<file path="config.mk">
export PLATFORM = sky130hd
export DESIGN_NAME = lpmcc_top
export DESIGN_NICKNAME = d
export VERILOG_FILES = /design/src/rtl/lpmcc_pkg.sv /design/src/rtl/lpmcc_top.sv
export VERILOG_INCLUDE_DIRS = /design/src /design/src/rtl
export SDC_FILE = /design/constraint.sdc
export NUM_CORES = 1
export LEC_CHECK = 0
export BUFFER_PORTS_ARGS = -buffer_cell sky130_fd_sc_hd__buf_2
export CORE_MARGIN = 2
export CORE_UTILIZATION = 56
export DETAILED_ROUTE_END_ITERATION = 10
export GPL_ROUTABILITY_DRIVEN = 0
export PLACE_DENSITY = 0.81
export SKIP_LAST_GASP = 1
export SLEW_MARGIN = 20
export SYNTH_ARGS = -nofsm -noshare
export SYNTH_HDL_FRONTEND = slang
export SYNTH_SLANG_ARGS = --single-unit
</file>
<file path="constraint.sdc">
create_clock -name sys_clk -period 5.2 [get_ports sys_clk]
set_input_delay 0 -clock sys_clk [delete_from_list [all_inputs] [get_ports sys_clk]]
set_output_delay 0 -clock sys_clk [all_outputs]
set_load 0.1 [all_outputs]
</file>
<file path="src/rtl/lpmcc_map.svh">
// register offsets, field positions, reset values and timing counts of the power/clock controller
`ifndef LPMCC_MAP_SVH
`define LPMCC_MAP_SVH
// register byte offsets
`define LPMCC_CTRL_OFS      8'h00
`define LPMCC_STATUS_OFS    8'h04
`define LPMCC_IRQ_OFS       8'h08
`define LPMCC_MASK_OFS      8'h0C
`define LPMCC_CLK_OFS       8'h10
`define LPMCC_RETAIN_OFS    8'h14
// control fields
`define LPMCC_CTRL_STOP     0
`define LPMCC_CTRL_STBY     1
`define LPMCC_CTRL_RTC      2
`define LPMCC_CTRL_CSS_EN   3
`define LPMCC_CTRL_LCSS_EN  4
`define LPMCC_CTRL_WKP_EN   7:5
`define LPMCC_CTRL_PER_OSC  8
// clock config fields
`define LPMCC_CLK_SRC       1:0
`define LPMCC_CLK_OUT       3:2
`define LPMCC_CLK_SYSDIV    6:4
`define LPMCC_CLK_P1DIV     9:7
`define LPMCC_CLK_P2DIV     12:10
`define LPMCC_CLK_RST       32'h0000_0000
// interrupt status bits
`define LPMCC_IRQ_STOPWK    0
`define LPMCC_IRQ_HSEFAIL   1
`define LPMCC_IRQ_LSEFAIL   2
`define LPMCC_IRQ_W         3
// timing: wake latencies in nanoseconds
`define LPMCC_CLK_MHZ       250
`define LPMCC_STOP_WAKE_NS  3500
`define LPMCC_STBY_WAKE_NS  60000
`define LPMCC_STOP_WAKE_CYC ((`LPMCC_STOP_WAKE_NS * `LPMCC_CLK_MHZ) / 1000)
`define LPMCC_STBY_WAKE_CYC ((`LPMCC_STBY_WAKE_NS * `LPMCC_CLK_MHZ) / 1000)
// oscillator failure: no edge of the monitored clock within this many cycles
`define LPMCC_HSE_TMO       16
`define LPMCC_LSE_TMO       4096
`endif

</file>
<file path="src/rtl/lpmcc_pkg.sv">
// types of the power/clock controller
`default_nettype none
package lpmcc_pkg;
   typedef enum logic [1:0] {LPMCC_SRC_MSI, LPMCC_SRC_HSI, LPMCC_SRC_HSE, LPMCC_SRC_PLL} lpmcc_src_t;
   typedef enum {LPMCC_RUN, LPMCC_STOP, LPMCC_STBY, LPMCC_WAKE} lpmcc_state_t;
endpackage : lpmcc_pkg
`default_nettype wire

</file>
<file path="src/rtl/lpmcc_top.sv">
// low-power mode sequencer and system clock controller with a wishbone slave
//
// Implementation choices: the address map and the Wishbone interface to the registers.
`include "lpmcc_map.svh"
`default_nettype none
module lpmcc_top #(
   parameter int STOP_WAKE_CYC = `LPMCC_STOP_WAKE_CYC,
   parameter int STBY_WAKE_CYC = `LPMCC_STBY_WAKE_CYC,
   parameter int LSE_TMO       = `LPMCC_LSE_TMO,
   parameter int GPIO_W        = 16
) (
   input  wire logic                sys_clk,
   input  wire logic                external_reset_pin,
   // wishbone slave
   input  wire logic                wb_cyc_i,
   input  wire logic                wb_stb_i,
   input  wire logic                wb_we_i,
   input  wire logic [7:0]          wb_adr_i,
   input  wire logic [3:0]          wb_sel_i,
   input  wire logic [31:0]         wb_dat_i,
   output logic      [31:0]         wb_dat_o,
   output logic                     wb_ack_o,
   // wake sources from pins and peripherals
   input  wire logic [GPIO_W-1:0]   gpio_line,
   input  wire logic                supply_voltage_detector,
   input  wire logic [1:0]          comp_event,
   input  wire logic                vref_on,
   input  wire logic [4:0]          periph_wake,
   input  wire logic                periph_osc_req,
   input  wire logic                external_reset_pin_n,
   input  wire logic                watchdog_reset,
   input  wire logic [2:0]          wakeup_pin,
   input  wire logic [4:0]          rtc_event,
   // oscillator activity, toggling levels
   input  wire logic                hse_tick,
   input  wire logic                lse_tick,
   // clock and power controls
   output lpmcc_pkg::lpmcc_src_t    master_src,
   output logic                     clocks_gated,
   output logic                     pll_en,
   output logic                     msi_en,
   output logic                     hsi_en,
   output logic                     hse_en,
   output logic                     lse_en,
   output logic                     lsi_en,
   output logic                     core_power_on,
   output logic                     core_reset_n,
   output logic                     cpu_wake,
   output logic                     sys_bus_en,
   output logic                     periph1_en,
   output logic                     periph2_en,
   output logic [1:0]               clock_output_sel,
   output logic                     irq
);
   import lpmcc_pkg::*;

   // ----------------------------------------------------------------
   // input synchronisers
   // ----------------------------------------------------------------
   localparam int SW = GPIO_W + 1 + 2 + 1 + 5 + 1 + 1 + 3 + 5 + 2;
   logic [SW-1:0] sync1;
   logic [SW-1:0] sync2;
   always_ff @(posedge sys_clk or negedge external_reset_pin) begin
      if (!external_reset_pin) begin
         sync1 <= '0;
         sync2 <= '0;
      end else begin
         sync1 <= {gpio_line, supply_voltage_detector, comp_event, vref_on, periph_wake,
                   periph_osc_req, ~external_reset_pin_n, wakeup_pin, rtc_event,
                   hse_tick, lse_tick};
         sync2 <= sync1;
      end
   end
   wire [GPIO_W-1:0] s_gpio = sync2[SW-1 -: GPIO_W];
   wire       s_pvd      = sync2[20];
   wire [1:0] s_comp     = sync2[19:18];
   wire       s_vref     = sync2[17];
   wire [4:0] s_periph   = sync2[16:12];
   wire       s_osc_req  = sync2[11];
   wire       s_xrst     = sync2[10];
   wire [2:0] s_wkp      = sync2[9:7];
   wire [4:0] s_rtc      = sync2[6:2];
   wire       s_hse      = sync2[1];
   wire       s_lse      = sync2[0];
   logic       s_wdg;
   // watchdog reset is same-domain logic: no sync
   assign s_wdg = watchdog_reset;

   // ----------------------------------------------------------------
   // registers
   // ----------------------------------------------------------------
   logic [8:0]  ctrl;
   logic [31:0] clk_cfg;
   logic [`LPMCC_IRQ_W-1:0] irq_stat;
   logic [`LPMCC_IRQ_W-1:0] irq_mask;
   logic [7:0]  retain;          // standby-domain scratch, survives standby
   logic [2:0]  wkp_q;
   logic        hse_q;
   logic        lse_q;
   logic [4:0]  hse_cnt;
   logic [12:0] lse_cnt;
   logic        hse_failed;
   logic        core_lost;
   logic        lse_wake;
   logic [17:0] wake_cnt;
   lpmcc_state_t state;
   lpmcc_state_t next_state;

   // bus decode
   wire wb_req   = wb_cyc_i & wb_stb_i & ~wb_ack_o;
   wire wb_wr    = wb_cyc_i & wb_stb_i & wb_ack_o & wb_we_i & wb_sel_i[0];  // lands with ack
   wire sel_ctrl = wb_adr_i == `LPMCC_CTRL_OFS;
   wire sel_stat = wb_adr_i == `LPMCC_STATUS_OFS;
   wire sel_irq  = wb_adr_i == `LPMCC_IRQ_OFS;
   wire sel_mask = wb_adr_i == `LPMCC_MASK_OFS;
   wire sel_clk  = wb_adr_i == `LPMCC_CLK_OFS;
   wire sel_ret  = wb_adr_i == `LPMCC_RETAIN_OFS;

   // ----------------------------------------------------------------
   // wake source qualification
   // ----------------------------------------------------------------
   // stop wake sources
   wire stop_wake = (|s_gpio) | s_pvd | ((|s_comp) & s_vref) | (|s_periph) | lse_wake;
   wire [2:0] wkp_rise = s_wkp & ~wkp_q & ctrl[`LPMCC_CTRL_WKP_EN];
   wire rtc_mode = ctrl[`LPMCC_CTRL_RTC];
   // without rtc only reset pin and wake pins
   wire stby_wake = s_xrst | (|wkp_rise) | (rtc_mode & (s_wdg | (|s_rtc)));
   assign lse_wake = irq_stat[`LPMCC_IRQ_LSEFAIL] & irq_mask[`LPMCC_IRQ_LSEFAIL];

   // ----------------------------------------------------------------
   // mode sequencer
   // ----------------------------------------------------------------
   always_comb begin
      next_state = state;
      case (state)
         LPMCC_RUN: begin
            if (ctrl[`LPMCC_CTRL_STBY]) begin
               next_state = LPMCC_STBY;
            end else if (ctrl[`LPMCC_CTRL_STOP]) begin
               next_state = LPMCC_STOP;
            end
         end
         LPMCC_STOP: begin
            if (stop_wake) begin
               next_state = LPMCC_RUN;
            end
         end
         LPMCC_STBY: begin
            if (stby_wake) begin
               next_state = LPMCC_WAKE;
            end
         end
         LPMCC_WAKE: begin
            if (wake_cnt == 18'(STBY_WAKE_CYC - 1)) begin
               next_state = LPMCC_RUN;
            end
         end
         default: next_state = LPMCC_RUN;
      endcase
   end

   // state and wake latency counter, WAKE held for STBY_WAKE_CYC cycles before RUN
   always_ff @(posedge sys_clk or negedge external_reset_pin) begin
      if (!external_reset_pin) begin
         state    <= LPMCC_RUN;
         wake_cnt <= '0;
      end else begin
         state    <= next_state;
         wake_cnt <= (state == LPMCC_WAKE) ? wake_cnt + 18'h1 : '0;
      end
   end

   // edge history for wake pins and oscillator ticks
   always_ff @(posedge sys_clk or negedge external_reset_pin) begin
      if (!external_reset_pin) begin
         wkp_q <= '0;
         hse_q <= 1'b0;
         lse_q <= 1'b0;
      end else begin
         wkp_q <= s_wkp;
         hse_q <= s_hse;
         lse_q <= s_lse;
      end
   end

   // ----------------------------------------------------------------
   // clock failure monitors: count cycles without an edge
   // ----------------------------------------------------------------
   wire hse_on   = clk_cfg[`LPMCC_CLK_SRC] == 2'(LPMCC_SRC_HSE) & ~hse_failed;
   wire hse_dead = hse_cnt == 5'(`LPMCC_HSE_TMO);
   wire lse_dead = lse_cnt == 13'(LSE_TMO);
   always_ff @(posedge sys_clk or negedge external_reset_pin) begin
      if (!external_reset_pin) begin
         hse_cnt <= '0;
         lse_cnt <= '0;
      end else begin
         hse_cnt <= (s_hse ^ hse_q) | ~ctrl[`LPMCC_CTRL_CSS_EN] | hse_dead ? '0 : hse_cnt + 5'h1;
         lse_cnt <= (s_lse ^ lse_q) | ~ctrl[`LPMCC_CTRL_LCSS_EN] | lse_dead ? '0
                    : lse_cnt + 13'h1;
      end
   end

   // fall back to internal oscillator on failure
   always_ff @(posedge sys_clk or negedge external_reset_pin) begin
      if (!external_reset_pin) begin
         hse_failed <= 1'b0;
      end else if (hse_dead & hse_on) begin
         hse_failed <= 1'b1;
      end else if ((wb_wr & sel_clk) | (state == LPMCC_WAKE)) begin
         hse_failed <= 1'b0;   // new source, or restart on the multispeed oscillator
      end
   end

   // ----------------------------------------------------------------
   // register writes
   // ----------------------------------------------------------------
   wire [`LPMCC_IRQ_W-1:0] irq_set = {lse_dead, hse_dead & hse_on,
                                      state == LPMCC_STOP & stop_wake};
   wire core_clr = state == LPMCC_WAKE;
   always_ff @(posedge sys_clk or negedge external_reset_pin) begin
      if (!external_reset_pin) begin
         ctrl     <= '0;
         clk_cfg  <= `LPMCC_CLK_RST;
         irq_mask <= '0;
      end else if (core_clr) begin
         // lose core-domain registers; rtc, monitor and wake enables kept
         ctrl     <= {1'b0, ctrl[7:2], 2'b00};
         clk_cfg  <= `LPMCC_CLK_RST;
         irq_mask <= '0;
      end else begin
         if (wb_wr & sel_ctrl) begin
            ctrl <= wb_dat_i[8:0];
         end else if (state == LPMCC_STOP & stop_wake) begin
            ctrl[`LPMCC_CTRL_STOP] <= 1'b0;
         end
         if (wb_wr & sel_clk) begin
            clk_cfg <= {19'h0, wb_dat_i[12:0]};
         end
         if (wb_wr & sel_mask) begin
            irq_mask <= wb_dat_i[`LPMCC_IRQ_W-1:0];
         end
      end
   end

   // sticky status: set wins over write-one-to-clear
   always_ff @(posedge sys_clk or negedge external_reset_pin) begin
      if (!external_reset_pin) begin
         irq_stat <= '0;
         retain   <= '0;
      end else begin
         irq_stat <= irq_set | (irq_stat & ~((wb_wr & sel_irq) ? wb_dat_i[`LPMCC_IRQ_W-1:0] : '0));
         if (wb_wr & sel_ret) begin
            retain <= wb_dat_i[7:0];
         end
      end
   end

   // core-lost flag, readable after standby exit
   always_ff @(posedge sys_clk or negedge external_reset_pin) begin
      if (!external_reset_pin) begin
         core_lost <= 1'b0;
      end else if (core_clr) begin
         core_lost <= 1'b1;
      end else if (wb_wr & sel_stat) begin
         core_lost <= 1'b0;
      end
   end

   // ----------------------------------------------------------------
   // bus prescalers: divide-by-(n+1) enable pulses
   // ----------------------------------------------------------------
   logic [2:0] div_cnt [3];
   logic [2:0] div_en;
   genvar gi;
   generate
      for (gi = 0; gi < 3; gi++) begin : g_div
         wire [2:0] lim = clk_cfg[4 + gi*3 +: 3];
         always_ff @(posedge sys_clk or negedge external_reset_pin) begin
            if (!external_reset_pin) begin
               div_cnt[gi] <= '0;
               div_en[gi]  <= 1'b0;
            end else begin
               div_cnt[gi] <= (div_cnt[gi] >= lim) ? '0 : div_cnt[gi] + 3'h1;
               div_en[gi]  <= (div_cnt[gi] >= lim) & ~clocks_gated;
            end
         end
      end
   endgenerate

   // ----------------------------------------------------------------
   // outputs
   // ----------------------------------------------------------------
   wire in_stop = state == LPMCC_STOP;
   wire in_stby = state == LPMCC_STBY;
   assign clocks_gated  = in_stop | in_stby;
   assign pll_en        = ~clocks_gated & clk_cfg[`LPMCC_CLK_SRC] == 2'(LPMCC_SRC_PLL);
   assign msi_en        = ~clocks_gated;
   // waking peripheral may keep internal oscillator
   assign hsi_en        = (~clocks_gated & (master_src == LPMCC_SRC_HSI))
                          | (in_stop & s_osc_req);
   assign hse_en        = ~clocks_gated & hse_on;
   // low-speed oscillators run in standby with rtc
   // rtc clock stopped by stop entry unless rtc mode is set
   assign lse_en        = ~(in_stby & ~rtc_mode) & ~(in_stop & ~rtc_mode);
   assign lsi_en        = lse_en;
   assign core_power_on = ~in_stby;
   assign core_reset_n  = ~(in_stby | core_clr);
   assign cpu_wake      = in_stop & stop_wake;
   assign master_src    = hse_failed ? LPMCC_SRC_HSI : lpmcc_src_t'(clk_cfg[`LPMCC_CLK_SRC]);
   assign sys_bus_en    = div_en[0];
   assign periph1_en    = div_en[1];
   assign periph2_en    = div_en[2];
   assign clock_output_sel = clk_cfg[`LPMCC_CLK_OUT];
   assign irq           = |(irq_stat & irq_mask);

   // read mux; unmapped addresses read zero and still ack
   wire [31:0] rd_mux = sel_ctrl ? {23'h0, ctrl}
                      : sel_stat ? {26'h0, core_lost, hse_failed, 2'(state), 2'(master_src)}
                      : sel_irq  ? {29'h0, irq_stat}
                      : sel_mask ? {29'h0, irq_mask}
                      : sel_clk  ? clk_cfg
                      : sel_ret  ? {24'h0, retain}
                      : 32'h0;
   always_ff @(posedge sys_clk or negedge external_reset_pin) begin
      if (!external_reset_pin) begin
         wb_ack_o <= 1'b0;
         wb_dat_o <= '0;
      end else begin
         wb_ack_o <= wb_req;
         wb_dat_o <= wb_req ? rd_mux : wb_dat_o;
      end
   end

endmodule : lpmcc_top
`default_nettype wire

</file>
Yosys cells after proc, flatten, opt, wreduce, memory -nomap -nowiden
Index checks and enable logic that the tools add are counted.

operators by class
  $add $sub $neg = 6
  order comparisons = 3
  equal/unequal tests = 21
  multiplexer cells = 32
  bitwise gates (word level) = 63
  reduce and logical (&&, ||, !) cells = 16

operator list
  cell                   count
  $mux 32                12
  $pmux 32 s4            1
  $eq 32x2->1 const B    3
  $eq 32x3->1 const B    2
  $eq 32x1->1 const B    1
  $logic_not 32->1       1
  $and 1x1->1            27
  $add 18x1->18 const B  1
  $eq 18x14->1 const B   1
  $mux 18                1
  $mux 3                 6
  $eq 8x4->1 const B     2
  $eq 8x5->1 const B     2
  $mux 8                 2
  $reduce_or 16->1       1
  $or 1x1->1             15
  $add 13x1->13 const B  1
  $eq 13x13->1 const B   1
  $mux 13                1
  $and 3x3->3            4
  $not 1->1              12
  $reduce_bool 2->1      5
  $reduce_or 5->1        2
  $add 3x1->3 const B    3
  21 further kinds       34

word-level totals
  register bits after elaboration = 249
  input port bits = 87
  logic and storage cells = 167

Logic depth before layout (Yosys ltp)
  depth in word-level cells = 9
  mapped depth = 7
  depth with buffers taken out = 7

Worst setup path after synthesis
No wires, ideal clock.

  path kind = register -> output
  start point = register state[0]
  end point = output port hse_en
  data arrival time = 3.377 ns
  setup slack = 1.823 ns
  cell stages (with the launch flop) = 4
  buffers on the path = 0
  path through = dfrtp_1 inv_1 ha_1 nor3_1

on the way
  word-level cells in the longest chain between the ends = 4
  elaborated cells between the ends (all ways) = 5
  those cells by class = 2 x eq/ne; 3 x bitwise

RTL lines
  what                                               line                                RTL
  start, declared                                    lpmcc_top.sv:106                    lpmcc_state_t state;
  start signal, assigned                             lpmcc_top.sv:168                    state <= next_state;
  $eq 32x2->1 / $eq 32x3->1 (equally long branches)  lpmcc_top.sv:293, lpmcc_top.sv:294
  $or 1x1->1 (*)                                     lpmcc_top.sv:295                    assign clocks_gated = in_stop | in_stby;
  net clocks_gated                                   lpmcc_top.sv:39                     output logic clocks_gated,
  $not 1->1 (*)                                      lpmcc_top.sv:301                    assign hse_en = ~clocks_gated & hse_on;
  $and 1x1->1 (*)                                    lpmcc_top.sv:301
  end, declared                                      lpmcc_top.sv:43                     output logic hse_en,

Mark *: on every way through the listed nets, which the timed path passes. The rest lies on a longest branch.

Worst setup path in the final report
  start point = register state[0]
  end point = output port hsi_en

on the way
  word-level cells in the longest chain between the ends = 5
  elaborated cells between the ends (all ways) = 7
  those cells by class = 2 x eq/ne; 5 x bitwise

RTL lines
  what                                               line                                RTL
  $eq 32x2->1 / $eq 32x3->1 (equally long branches)  lpmcc_top.sv:293, lpmcc_top.sv:294
  $or 1x1->1                                         lpmcc_top.sv:295
  $not 1->1                                          lpmcc_top.sv:299                    assign hsi_en = (~clocks_gated & (master_src == LPMCC_SRC_HSI))
  $and 1x1->1                                        lpmcc_top.sv:299
  $or 1x1->1 (*)                                     lpmcc_top.sv:300                    | (in_stop & s_osc_req);
  end, declared                                      lpmcc_top.sv:42                     output logic hsi_en,

Mark *: on every way between the ends. The rest lies on a longest branch, timed or not.

==> metrics.yaml <==
place:
  dpl.cell_count: 845
  numPortBuffers: 96
  dp_hpwl_um: 9830
setup_path:
  cpPeakStageDelay_ps: 440
  critPathLaunchType: "flop"
  crit_path_max_fanout: 6
  worstPathArrival_ps: 2160
  cp.required_ps: 5200
  cp-end-kind: "output port"
  critPathKind: "reg -> out"
  crit_chain: "inv_1, ha_1, inv_1, a32o_1, buf_2"
  cpMaxStageDelayCell: "ha_1"
  crit_top_cell: "inv_1"
route:
  routed_wl_um: 16000
  route.detailed.drc: 0
  drtPass1Iterations: 4
  avgViaCountPerCell: 5.28
  ant_nets: 0
  drt_iter0_drc: 327
  wl_per_cell_um: 17.1
  vias: 4922
yosys:
  synth.distinct_cells: 56
  netlist_area_um2: 7260
  ys_top_cells_by_area: "dfrtp_1, nor2_1, mux2i_1, ha_1, buf_4"
  synth_top_cell_by_area: "dfrtp_1"
  seq_area_frac_synth_pct: 62.4
  synth_top_cells_by_count: "dfrtp_1, nor2_1, nand2_1"
  syn_inst: 592
  synth_ff_type: "dfrtp_1"
  async_flop_share_pct: 100
  ys_ff_latch: 181
  yosys_warnings: 0
  netlist.area_leader.share_pct: 62.4
  synth_most_common_cell: "dfrtp_1"
  synth-edff-count: 0
  syn_area_per_cell_um2: 12.3
global_routing:
  grt_overflow: 0
  grt_usage_pct: 24.4
  grt_first_pass_wirelength_um: 25900
  grt_pass1_vias: 5084
  grt_max_degree: 114
  antenna_found_initial: 1
clock_tree:
  path_clk_slew_ps: 70
  cts_resized: 0
  clock_latency_ps: 430
  cts_tree: "done"
  cts_sinks: 181
  cts_root_buf: "clkbuf_16"
  clockBufferDepth: 2
  cts_buffers: 17
  htreeDepth: 4
timing:
  maxSlewViolCount: 0
  fin_crit_sh_pct: 41.5
  hold_ws_ps: 2.67
  rsz0062_at_grt: "false"
  worst_clock_skew_ps: 8.14
  hold_viol: 0
  setup_viol: 0
  tightest_slew_ps: 843
  setup_tns_ps: 0
  clock.fmax_mhz: 464
  period_minus_slack_ps: 2160
  slew_headroom_pct: 43.8
pwr:
  p_comb_share_pct: 18.2
  pwr-share-clk_pct: 37.1
  seq_power_share_pct: 44.7
  powerDensity_nw_per_um2: 370
  p_sw_mw: 1.06
  finalPower_mw: 3.31
  swShare_pct: 32.0
  p_leak_nw: 4.38
  irDropWorstVdd_uv: 274
  p_int_mw: 2.25
die:
  io_pins: 138
  die_width_um: 118
  core_area_um2: 12600
  fp-row-count: 41
  dieArea_um2: 13900
  chipHeight_um: 118
  start_util_pct: 57.5
layout:
  drive_above_1_share_pct: 21.2
  seqCellArea_um2: 4530
  fillCellCount: 876
  multiInputGateArea_um2: 2470
  post-route-util_pct: 70.9
  area_growth_pct: 23.2
  final_cells: 932
  final_nets: 854
run_status:
  status: "finished clean"
run:
  maxCapViolations: 0
hold_path:
  holdCritPathClass: "in -> async"
## per-layer routing
layer,vias up,share of wire (%),global-route usage [%]
met5,-,0,0
met3,24,5.4,6.93
met1,2442,40,30.0
li1,2287,-,-
met2,169,52,41.3
met4,0,1.9,9.19
## power groups by stage
| stage | sequential (mW) | combinational, mW | clock, mW |
|---|---|---|---|
| after global placement | 1.50 | 0.563 | 0 |
| after detailed placement | 1.50 | 0.568 | 0 |
| after global routing | 1.48 | 0.629 | 1.30 |
| after floorplan | 1.61 | 0.342 | 0 |
| after CTS | 1.48 | 0.599 | 1.23 |
| final | 1.48 | 0.604 | 1.23 |
## area by class of cell
class,instances,share of cell area (%)
Tap cell,172,2.41
Inverter,26,1.09
Clock buffer,19,4.95
Sequential cell,181,50.7
Timing Repair Buffer,152,11.9
Antenna cell,1,0.0280
Multi-Input combinational cell,368,27.6
Clock inverter,13,1.39
## layout by cell type, fill, tap and decap left out, types with 7 or more instances in the layout
cell	n
nor4_1	9
nand2_1	34
nand2b_1	7
ha_1	21
mux2i_1	27
nor3_1	11
inv_1	24
a21oi_1	7
dfrtp_1	181
buf_2	95
conb_1	19
dlygate4sd3_1	53
and3_1	11
mux2_2	16
xor2_1	19
xnor2_1	15
nor2_1	74
nand3_1	28
clkbuf_16	17
## through the flow
stage | setup slack (ps) | cell area, um2
2_1_floorplan | 1820 | 7320
3_3_place_gp | 3150 | 7810
3_5_place_dp | 3100 | 7810
4_1_cts | 3030 | 8910
5_1_grt | 2900 | 8940
6_report | 3040 | 8940
## state kept, by name (all words and copies together) (netlist names)
name and flops:
ctrl 9, periph2_en 1, wkp_q 3, sys_bus_en 1
wb_ack_o 1, retain 8, periph1_en 1, hse_failed 1
lse_q 1, clk_cfg 13, irq_stat 3, hse_cnt 5
irq_mask 3, lse_cnt 13, wb_dat_o 13, state 2
hse_q 1, div_cnt 9, sync1 37, sync2 37
core_lost 1, wake_cnt 18
## worst paths after layout
path / from / endpoint / slack, ps / cells past startpoint
max: state[0] / hsi_en / 3040 / 5
min: external_reset_pin / sync2[1] / 3 / 2
min in group sys_clk: wb_adr_i[3] / ctrl[0] / 40 / 4
min reg2reg: sync1[8] / sync2[8] / 350 / 0
max reg2reg: wake_cnt[0] / state[0] / 3050 / 6
max in group asynchronous: external_reset_pin / sync1[8] / 4070 / 3
## logic make-up after synthesis
family,Yosys count,synth area share (%)
fa+ha+maj,21,3.62
xor+xnor,34,4.10
simple gates,212,14.6
other cells,1,0.0517
buf+inv,61,4.47
flops,181,62.4
mux,46,7.14
compound gates,36,3.57
## worst max-delay path, delay by kind of cell (launching register included)
family,cells,cell delay (ps)
compound gates,1,180
fa+ha+maj,1,440
buf+inv,3,700
flops,1,410
## repair_timing
| item | CTS | global route |
|---|---|---|
| setup buffers | 0 | 0 |
| endpoints found under the setup margin | 0 | 0 |
| hold buffers | 53 | 0 |
| endpoints found under the hold margin | 189 | 0 |
Note: power is estimated with default switching activity, not from simulation.
